$ cat src/inc/overtravel_guard_params.svh
/*
 Constants of the overtravel guard: register byte offsets, field positions,
 reset values and limits. Assumes a 32-bit AHB-Lite register bus.
*/
`ifndef OVERTRAVEL_GUARD_PARAMS_SVH
`define OVERTRAVEL_GUARD_PARAMS_SVH

// ----------------------------------------------------------------
// register byte offsets
// ----------------------------------------------------------------
`define OTG_ADDR_CFG 8'h00
`define OTG_ADDR_FORCE 8'h04
`define OTG_ADDR_CMD 8'h08
`define OTG_ADDR_MOTION 8'h0c
`define OTG_ADDR_STATUS 8'h10

// ----------------------------------------------------------------
// field positions
// ----------------------------------------------------------------
`define OTG_CMD_CLEAR_BIT 0
`define OTG_CMD_RESTART_BIT 1
`define OTG_MOT_POWER_BIT 0
`define OTG_MOT_FWD_BIT 1
`define OTG_MOT_REV_BIT 2
`define OTG_MOT_FORCE_BIT 3

// ----------------------------------------------------------------
// codes and reset values
// ----------------------------------------------------------------
`define OTG_FWD_USE 4'h1
`define OTG_REV_USE 4'h2
`define OTG_LIMIT_IGNORE 4'h8
`define OTG_STOP_DB 4'h0
`define OTG_STOP_DB_COAST 4'h1
`define OTG_STOP_COAST 4'h2
`define OTG_AFTER_NONE 4'h0
`define OTG_AFTER_ZCLAMP 4'h1
`define OTG_AFTER_COAST 4'h2
`define OTG_FORCE_RESET 10'h320
`define OTG_FORCE_MAX 10'h320

`endif

$ cat src/inc/overtravel_guard_pkg.sv
/*
 Types of the overtravel guard. Assumes the params header for the values.
*/
package overtravel_guard_pkg;

	// software configuration; every field except warn_en acts only after restart
	typedef struct packed {
		logic [3:0] stop_after;
		logic [3:0] stop_method;
		logic [3:0] rev_cfg;
		logic [3:0] fwd_cfg;
		logic [2:0] spare;
		logic warn_en;
		logic dir_rev;
	} cfg_type;

	// motor stop actions driven to the power stage
	typedef struct packed {
		logic dyn_brake;
		logic coast;
		logic decel;
		logic zero_clamp;
	} stop_ctrl_type;

	typedef enum logic [1:0] {
		ST_RUN,
		ST_STOPPING,
		ST_HELD
	} stop_state_type;

endpackage

$ cat src/rtl/overtravel_guard.sv
/*
 Overtravel guard: blocks motion into tripped limits, sequences the stop,
 latches the overtravel warning, registers on an AHB-Lite slave.
 Assumes limit inputs are asynchronous pins, soft limits and motor_stopped
 come from logic on clk, and hsize is always a word.
*/
// The placing of the registers and register access over AHB-Lite were decided locally.
`include "overtravel_guard_params.svh"

module overtravel_guard #(
	parameter logic [9:0] MAX_FORCE_PCT = 10'h320
) (
	input wire logic clk,
	input wire logic sys_rst,
	input wire logic hsel,
	input wire logic [31:0] haddr,
	input wire logic [1:0] htrans,
	input wire logic hwrite,
	input wire logic [2:0] hsize,
	input wire logic [31:0] hwdata,
	input wire logic hready,
	output logic [31:0] hrdata,
	output logic hreadyout,
	output logic hresp,
	input wire logic forward_limit_input,
	input wire logic reverse_limit_input,
	input wire logic soft_limit_fwd,
	input wire logic soft_limit_rev,
	input wire logic motor_stopped,
	output logic drive_fwd,
	output logic drive_rev,
	output overtravel_guard_pkg::stop_ctrl_type stop_ctrl,
	output logic [9:0] stop_force,
	output logic overtravel_warning
);

	// ----------------------------------------------------------------
	// declarations
	// ----------------------------------------------------------------
	overtravel_guard_pkg::cfg_type cfg_pend_r;
	overtravel_guard_pkg::cfg_type cfg_act_r;
	overtravel_guard_pkg::cfg_type cfg_rst;
	overtravel_guard_pkg::stop_state_type state_r;
	overtravel_guard_pkg::stop_state_type state_nxt;
	overtravel_guard_pkg::stop_ctrl_type ctrl_nxt;
	logic fwd_meta_r, fwd_sync_r, rev_meta_r, rev_sync_r;
	logic [9:0] force_r;
	logic [9:0] force_lim;
	logic servo_on_r, ref_fwd_r, ref_rev_r, force_mode_r;
	logic dp_wr_r;
	logic [7:0] dp_addr_r;
	logic addr_ok;
	logic wr_clear, wr_restart;
	logic ot_fwd, ot_rev, ot_fwd_q_r, ot_rev_q_r;
	logic mot_fwd, mot_rev, ot_active;
	logic ev_fwd, ev_rev, warn_set;

	assign cfg_rst = '{stop_after: `OTG_AFTER_NONE, stop_method: `OTG_STOP_DB,
		rev_cfg: `OTG_REV_USE, fwd_cfg: `OTG_FWD_USE, spare: 3'h0,
		warn_en: 1'b0, dir_rev: 1'b0};

	// ----------------------------------------------------------------
	// stop action decode
	// ----------------------------------------------------------------
	// held selects the action after standstill; force control can only brake or coast
	function automatic overtravel_guard_pkg::stop_ctrl_type stop_decode(
		input overtravel_guard_pkg::cfg_type c, input logic force_mode, input logic held);
		overtravel_guard_pkg::stop_ctrl_type s;
		s = '0;
		if (c.stop_after != `OTG_AFTER_NONE && !force_mode) begin
			if (!held)
				s.decel = 1'b1;
			else if (c.stop_after == `OTG_AFTER_ZCLAMP)
				s.zero_clamp = 1'b1;
			else
				s.coast = 1'b1;
		end else if (c.stop_method == `OTG_STOP_COAST) begin
			s.coast = 1'b1;
		end else if (!held || (c.stop_method == `OTG_STOP_DB && !force_mode)) begin
			s.dyn_brake = 1'b1;
		end else begin
			s.coast = 1'b1;
		end
		return s;
	endfunction

	// ----------------------------------------------------------------
	// limit input synchronisers
	// ----------------------------------------------------------------
	always_ff @(posedge clk) begin
		if (sys_rst) begin
			fwd_meta_r <= 1'b1;
			fwd_sync_r <= 1'b1;
			rev_meta_r <= 1'b1;
			rev_sync_r <= 1'b1;
		end else begin
			fwd_meta_r <= forward_limit_input;
			fwd_sync_r <= fwd_meta_r;
			rev_meta_r <= reverse_limit_input;
			rev_sync_r <= rev_meta_r;
		end
	end

	// ----------------------------------------------------------------
	// AHB-Lite slave
	// ----------------------------------------------------------------
	assign addr_ok = haddr[7:0] == `OTG_ADDR_CFG || haddr[7:0] == `OTG_ADDR_FORCE ||
		haddr[7:0] == `OTG_ADDR_CMD || haddr[7:0] == `OTG_ADDR_MOTION ||
		haddr[7:0] == `OTG_ADDR_STATUS;

	always_ff @(posedge clk) begin
		if (sys_rst) begin
			dp_wr_r <= 1'b0;
			dp_addr_r <= 8'h00;
		end else if (hready) begin
			dp_wr_r <= hsel && htrans[1] && hwrite && addr_ok && haddr[31:8] == 24'h000000;
			dp_addr_r <= haddr[7:0];
		end
	end

	// zero wait states, always OKAY
	always_ff @(posedge clk) begin
		if (sys_rst) begin
			hreadyout <= 1'b1;
			hresp <= 1'b0;
		end else begin
			hreadyout <= 1'b1;
			hresp <= 1'b0;
		end
	end

	// read data sampled at the address phase; unmapped reads return zero
	always_ff @(posedge clk) begin
		if (sys_rst) begin
			hrdata <= 32'h00000000;
		end else if (hready && hsel && htrans[1] && !hwrite) begin
			hrdata <= 32'h00000000;
			if (haddr[31:8] == 24'h000000) begin
				unique case (haddr[7:0])
					`OTG_ADDR_CFG: hrdata <= {12'h000, cfg_pend_r[20:5], 2'b00,
						cfg_pend_r[1:0]};
					`OTG_ADDR_FORCE: hrdata <= {22'h000000, force_r};
					`OTG_ADDR_MOTION: hrdata <= {28'h0000000, force_mode_r, ref_rev_r,
						ref_fwd_r, servo_on_r};
					`OTG_ADDR_STATUS: hrdata <= {23'h000000, drive_rev, drive_fwd,
						state_r == overtravel_guard_pkg::ST_HELD,
						state_r == overtravel_guard_pkg::ST_STOPPING,
						rev_sync_r, fwd_sync_r, ot_rev, ot_fwd,
						overtravel_warning};
					default: hrdata <= 32'h00000000;
				endcase
			end
		end
	end

	assign wr_clear = dp_wr_r && dp_addr_r == `OTG_ADDR_CMD && hwdata[`OTG_CMD_CLEAR_BIT];
	assign wr_restart = dp_wr_r && dp_addr_r == `OTG_ADDR_CMD && hwdata[`OTG_CMD_RESTART_BIT];

	// ----------------------------------------------------------------
	// configuration registers
	// ----------------------------------------------------------------
	// direction, limit and stop fields only reach the logic at a restart
	always_ff @(posedge clk) begin
		if (sys_rst) begin
			cfg_pend_r <= cfg_rst;
			cfg_act_r <= cfg_rst;
		end else begin
			if (dp_wr_r && dp_addr_r == `OTG_ADDR_CFG)
				cfg_pend_r <= {hwdata[19:4], 3'h0, hwdata[1:0]};
			if (wr_restart) begin
				cfg_act_r <= cfg_pend_r;
			end else begin
				cfg_act_r.warn_en <= cfg_pend_r.warn_en;
			end
		end
	end

	always_ff @(posedge clk) begin
		if (sys_rst) begin
			force_r <= `OTG_FORCE_RESET;
		end else if (dp_wr_r && dp_addr_r == `OTG_ADDR_FORCE) begin
			force_r <= hwdata[9:0] > `OTG_FORCE_MAX ? `OTG_FORCE_MAX : hwdata[9:0];
		end
	end

	// reference and power from the host; a pending warning never blocks these
	always_ff @(posedge clk) begin
		if (sys_rst) begin
			servo_on_r <= 1'b0;
			ref_fwd_r <= 1'b0;
			ref_rev_r <= 1'b0;
			force_mode_r <= 1'b0;
		end else if (dp_wr_r && dp_addr_r == `OTG_ADDR_MOTION) begin
			servo_on_r <= hwdata[`OTG_MOT_POWER_BIT];
			ref_fwd_r <= hwdata[`OTG_MOT_FWD_BIT];
			ref_rev_r <= hwdata[`OTG_MOT_REV_BIT];
			force_mode_r <= hwdata[`OTG_MOT_FORCE_BIT];
		end
	end

	// ----------------------------------------------------------------
	// motion blocking
	// ----------------------------------------------------------------
	assign ot_fwd = (cfg_act_r.fwd_cfg != `OTG_LIMIT_IGNORE && !fwd_sync_r) ||
		soft_limit_fwd;
	assign ot_rev = (cfg_act_r.rev_cfg != `OTG_LIMIT_IGNORE && !rev_sync_r) ||
		soft_limit_rev;
	// limits are physical, so compare them with the motor direction after reversal
	assign mot_fwd = servo_on_r && (cfg_act_r.dir_rev ? ref_rev_r && !ref_fwd_r
		: ref_fwd_r && !ref_rev_r);
	assign mot_rev = servo_on_r && (cfg_act_r.dir_rev ? ref_fwd_r && !ref_rev_r
		: ref_rev_r && !ref_fwd_r);
	assign ot_active = (mot_fwd && ot_fwd) || (mot_rev && ot_rev);

	always_ff @(posedge clk) begin
		if (sys_rst) begin
			drive_fwd <= 1'b0;
			drive_rev <= 1'b0;
		end else begin
			drive_fwd <= mot_fwd && !ot_fwd;
			drive_rev <= mot_rev && !ot_rev;
		end
	end

	// ----------------------------------------------------------------
	// stop sequencer
	// ----------------------------------------------------------------
	always_comb begin
		state_nxt = state_r;
		unique case (state_r)
			overtravel_guard_pkg::ST_RUN:
				if (ot_active)
					state_nxt = overtravel_guard_pkg::ST_STOPPING;
			overtravel_guard_pkg::ST_STOPPING:
				if (!ot_active)
					state_nxt = overtravel_guard_pkg::ST_RUN;
				else if (motor_stopped)
					state_nxt = overtravel_guard_pkg::ST_HELD;
			overtravel_guard_pkg::ST_HELD:
				if (!ot_active)
					state_nxt = overtravel_guard_pkg::ST_RUN;
			// the fourth code of the state word is illegal
			default:
				state_nxt = overtravel_guard_pkg::ST_RUN;
		endcase
	end

	always_comb begin
		ctrl_nxt = '0;
		if (state_nxt != overtravel_guard_pkg::ST_RUN)
			ctrl_nxt = stop_decode(cfg_act_r, force_mode_r,
				state_nxt == overtravel_guard_pkg::ST_HELD);
	end

	assign force_lim = force_r > MAX_FORCE_PCT ? MAX_FORCE_PCT : force_r;

	always_ff @(posedge clk) begin
		if (sys_rst) begin
			state_r <= overtravel_guard_pkg::ST_RUN;
			stop_ctrl <= '0;
			stop_force <= 10'h000;
		end else begin
			state_r <= state_nxt;
			stop_ctrl <= ctrl_nxt;
			stop_force <= ctrl_nxt.decel ? force_lim : 10'h000;
		end
	end

	// ----------------------------------------------------------------
	// overtravel warning
	// ----------------------------------------------------------------
	// only fresh trips count: a level already present at power-on or after
	// a clear gives no edge
	always_ff @(posedge clk) begin
		if (sys_rst) begin
			ot_fwd_q_r <= 1'b0;
			ot_rev_q_r <= 1'b0;
		end else begin
			ot_fwd_q_r <= ot_fwd;
			ot_rev_q_r <= ot_rev;
		end
	end

	assign ev_fwd = ot_fwd && !ot_fwd_q_r && !mot_rev;
	assign ev_rev = ot_rev && !ot_rev_q_r && !mot_fwd;
	assign warn_set = cfg_act_r.warn_en && servo_on_r &&
		(ev_fwd || ev_rev);

	// set wins over a simultaneous clear
	always_ff @(posedge clk) begin
		if (sys_rst)
			overtravel_warning <= 1'b0;
		else
			overtravel_warning <= warn_set ||
				(overtravel_warning && !wr_clear);
	end
endmodule

$ cat config.mk
export PLATFORM = sky130hd
export DESIGN_NAME = overtravel_guard
export DESIGN_NICKNAME = d
export VERILOG_FILES = /design/src/inc/overtravel_guard_pkg.sv /design/src/rtl/overtravel_guard.sv
export VERILOG_INCLUDE_DIRS = /design/src /design/src/inc
export SDC_FILE = /design/constraint.sdc
export NUM_CORES = 1
export LEC_CHECK = 0
export ABC_AREA = 1
export BUFFER_PORTS_ARGS = -buffer_cell sky130_fd_sc_hd__clkbuf_2
export CAP_MARGIN = 10
export CORE_ASPECT_RATIO = 1.4
export CORE_MARGIN = 4
export CORE_UTILIZATION = 56
export DETAILED_ROUTE_END_ITERATION = 16
export PLACE_DENSITY = 0.91
export SYNTH_ARGS = -nofsm -noshare
export SYNTH_HDL_FRONTEND = slang
export SYNTH_SLANG_ARGS = --single-unit
$ cat constraint.sdc
create_clock -name clk -period 2.62 [get_ports clk]
set_input_delay 0.262 -clock clk [delete_from_list [all_inputs] [get_ports clk]]
set_output_delay 0.262 -clock clk [all_outputs]
set_load 0.1 [all_outputs]
Yosys cells after proc, flatten, opt, wreduce, memory -nomap -nowiden
Index checks and enable logic that the tools add are counted.
{"block": "word_totals", "regBits": 116, "latchBits": 0, "mem_bits_rw": 0, "mem_bits_ro": 0, "inputBits": 79, "out_inout_bits": 51, "word_cells": 146, "n_memories": 0}
{"block": "classes", "n_addsub": 0, "multipliers": 0, "div_mod_pow": 0, "order_cmp": 2, "n_eq_ne": 14, "shift": 0, "n_mux": 22, "bitwise_logic": 4, "n_reduce_logical": 68}
{"op": "one-hot mux 20 bit (4 select lines)", "count": 1}
{"op": "equality test 8 x 4 -> 1 bit (second input constant)", "count": 4}
{"op": "logical AND 1 bit", "count": 32}
{"op": "zero test 24 bit", "count": 1}
{"op": "> comparator 10 bit (second input constant)", "count": 2}
{"op": "two-way mux 10 bit", "count": 2}
{"op": "two-way mux 20 bit", "count": 1}
{"op": "equality test 8 x 3 -> 1 bit (second input constant)", "count": 2}
{"op": "zero test 8 bit", "count": 2}
{"op": "zero test 1 bit", "count": 14}
{"op": "two-way mux 2 bit", "count": 6}
{"op": "two-way mux 1 bit", "count": 11}
{"op": "logical OR 1 bit", "count": 10}
{"op": "equality test 8 x 5 -> 1 bit (second input constant)", "count": 1}
{"op": "inequality test 4 bit (second input constant)", "count": 2}
{"op": "OR reduction 4 bit", "count": 2}
{"op": "one-hot mux 2 bit (3 select lines)", "count": 1}
{"op": "equality test 2 bit (second input constant)", "count": 2}
{"op": "equality test 4 x 1 -> 1 bit (second input constant)", "count": 1}
{"op": "equality test 4 x 2 -> 1 bit (second input constant)", "count": 1}
{"op": "zero test 4 bit", "count": 1}
{"op": "inverter 1 bit", "count": 4}
{"op": "nonzero test 4 bit", "count": 1}
{"op": "OR reduction 2 bit", "count": 2}
{"op": "other kinds (4)", "count": 4}

Longest topological paths before layout
{"block": "logic_depth", "depth_word": 14, "ltp_mapped": 11, "ltp_nobuf": 11}

Least setup slack after synthesis
Ideal clock, no wire load.
{"block": "synth_timing", "path_kind": "register to register", "startpoint": "register dp_addr_r[0]", "endpoint": "register cfg_act_r[0] (netlist bit)", "setup_time_ns": 0.118, "arrival_time_ns": 1.253, "t_required_ns": 2.502, "path_slack_ns": 1.249, "path_stages_with_launch": 7, "path_buffers": 1, "synth_period_minus_slack_ns": 1.371, "path_cell_list": "dfxtp_1 or2_4 nor3b_4 nand3_4 buf_6 o21ai_1 a21oi_2"}
{"block": "synth_via", "elab_chain_len": 3}
{"item": "from (decl)", "line_no": "overtravel_guard.sv:51", "source": "logic [7:0] dp_addr_r;"}
{"item": "from (signal assigned)", "line_no": "overtravel_guard.sv:117", "source": "dp_addr_r <= haddr[7:0];"}
{"item": "equality test 8 x 4 -> 1 bit (no line)"}
{"item": "logical AND 1 bit (no line)"}
{"item": "logical AND 1 bit", "line_no": "overtravel_guard.sv:157", "source": "assign wr_restart = dp_wr_r && dp_addr_r == `OTG_ADDR_CMD && hwdata[`OTG_CMD_RESTART_BIT];"}
{"item": "to (signal assigned)", "line_no": "overtravel_guard.sv:166", "source": "cfg_act_r <= cfg_rst;"}
{"item": "to (signal assigned)", "line_no": "overtravel_guard.sv:171", "source": "cfg_act_r <= cfg_pend_r;"}
{"item": "to (decl)", "line_no": "overtravel_guard.sv:41", "source": "overtravel_guard_pkg::cfg_type cfg_act_r;"}
Every way passes these cells.
A chain may end at the register's enable or synchronous reset.

Final worst setup path
{"block": "layout_timing", "startpoint": "register dp_addr_r[0]", "endpoint": "register cfg_act_r[9] (netlist bit)"}
The elaborated chain is that of the path after synthesis.

==> run metrics <==
outcome finished, final reports clean; vias in the first global route around 4000; crit share post-route 70.22%; ANT cells 0; worst rel slew slack a little over half; Residual DRC 0; FILL cells approximately 660; routed len/inst 14.09 um; final core occ 65.55%; post-synthesis mux area share 0%; final hold vios 0; synthesized cell area 4443 sq um; die width 83.28 um; largest net degree at the start of global routing 35; RSZ-0062 raised after global routing no; slew of the pin with the lowest slew margin 0.6906 ns; DR pass1 iterations 5; num rows 38; root buf cell clkbuf_8; initial antenna violation count 0; Layout area overhead 14.33%; CTS sink count between 100 and 150; core area between 7000 and 8000 sq um; endpoint class of the critical path flip-flop; most frequent cells after synthesis 104 x dfxtp_1, 98 x nand2_1, 76 x nor2_1; critical path required time 2.86 ns; total chip power 2746 uW; xor and xnor area share after synthesis 0%; post-synth top area cell dfxtp_1; Post-CTS Setup Bufs 0; Max Freq 0.5435 GHz; Via Count 4033; # IOs 130; sequential share of the synthesized area 46.86%; most frequent cell after synthesis dfxtp_1; CP max FO 34; PD cells 540.6 nW/um^2; # setup viols final 0; critical path class flip-flop to flip-flop; die height 113.4 um; Cells after Synth 574; max cap viols 0; GPL Wtd Cong approximately 0.98; area share of fa/ha/maj cells after synthesis 0%; area of the multi-input gates 1949 sq um; GRT overflow 0; Max VDD drop 0.4229 mV; Clock transition at path regs roughly 0.09 ns; YS warnings 0; cts repair resizes 0; Via density 5.244; final worst setup slack 0.7801 ns; post-route setup TNS 0 ns; share of cells above drive strength 1 24.96%; Yosys cell types 36; worst-skew pair later-pin latency 0.37 ns; DR iter-0 viols 319; top cells by area, synth dfxtp_1 47%, nand2_1 8.3%, nor2_1 6.4%; fin crit period 1.840 ns; Placement Cell Area 4907 sq um; post-synthesis compound-gate area fraction a little under a fifth; cts bufs inserted 9; Top FF cell, synth dfxtp_1; first-pass GRT wire length 17910 um; All-Layer GR Usage 23.41%; ys async rst share 0%; Max Root-Sink Buffers 2; die area 9443 sq um; post-DP HPWL 8210 um; post-synth top area share approximately 47%; pre-CTS worst setup slack 0.8053 ns; internal reg-to-reg setup slack a little under 0.8 ns; Final Net Count ~740; Fin Clk Skew 0.01047 ns; synthesized flop and latch total between 100 and 150; CTS tree built; Max Slew Vio Count 0; routed wire length between 10000 and 15000 um; post-route ant nets 0; Critical Path AT between 2 and 2.5 ns; Leak Pwr 0.002176 uW; hold buffers post-CTS 0; Post-synth EDFFs 0; PortBufs between 90 and 100; Synth Area in Simple Gates 24.44%; initial core utilization 57.33%; largest family of logic cells by synthesized area simple AND/OR/NAND/NOR gates; Sequential cell area ~2100 sq um; CP startpoint kind flip-flop; syn avg cell area 7.740 sq um; Hold WC Path Type input port to flip-flop; H-tree lvl count 3; post-route cell area between 5000 and 6000 sq um
per-stage QoR:
stage	hold slack [ns]	instances
after floorplan	0.3658	586
after global placement	0.3911	754
after detailed placement	0.4010	754
after CTS	0.06598	769
after global routing	0.06369	769
final	0.06990	769
area by class of cell:
type	instances	area share, %
sequential	104	40.99
clock inverter	3	0.3448
inverter	62	4.581
clock buffer	12	3.054
multi-input combinational	386	38.37
tap	100	2.463
timing repair buffer	102	10.20
critical path, cell delays in order (launching register included):
cell and delay (ns):
dfxtp_1 0.32, or2_4 0.26, nor3b_4 0.28, nand3_4 0.43
o21ai_0 0.37, a21oi_1 0.07
metal layers:
metal	routed length, um	share of wire, %	GRT usage [%]
met5	0	0	0
met4	348	3.2	11.12
met3	709	6.5	4.263
met2	5542	51	42.18
met1	4235	39	26.67
worst paths after layout:
path | depth (start not counted) | startpoint | end
min | 2 | reverse_limit_input | rev_meta_r
max reg2reg | 5 | dp_addr_r[0] | cfg_act_r[9]
min reg2reg | 1 | rev_meta_r | rev_sync_r
max | 5 | dp_addr_r[0] | cfg_act_r[9]
power by group:
| group | internal [uW] | switching (uW) |
|---|---|---|
| clock | 390 | 508 |
| sequential | 1590 | 6.18 |
| combinational | 64.4 | 185 |
| total | 2050 | 700 |
cells by family (layout without fill, tap and decap cells):
logic type	Yosys count	in the layout
buf+inv	96	179
other cells	2	14
compound gates	138	138
flops	104	104
simple gates	234	234
layout by cell type (no fill, tap or decap), types with 6 or more instances in the layout:
cell      netlist  final
nand3_1        19     19
clkbuf_8        0     11
conb_1          2     14
nand2_1        98     98
a21oi_2        11     11
a21oi_1        55     55
o211ai_1       14     14
inv_1          59     59
nor2_2          8      8
o21ai_1         9      9
clkbuf_2        0     99
nor2_1         76     76
dfxtp_1       104    104
nor3_1          6      6
o21ai_0        39     39
registers in the layout, summed over array words and instances, names as in the netlist, 2 cells and up:
signal,cells
dp_addr_r,8
stop_force,10
cfg_pend_r,18
force_r,10
cfg_act_r,18
stop_ctrl,4
state_r,2
hrdata,20
Note: power is estimated with default switching activity, not from simulation.
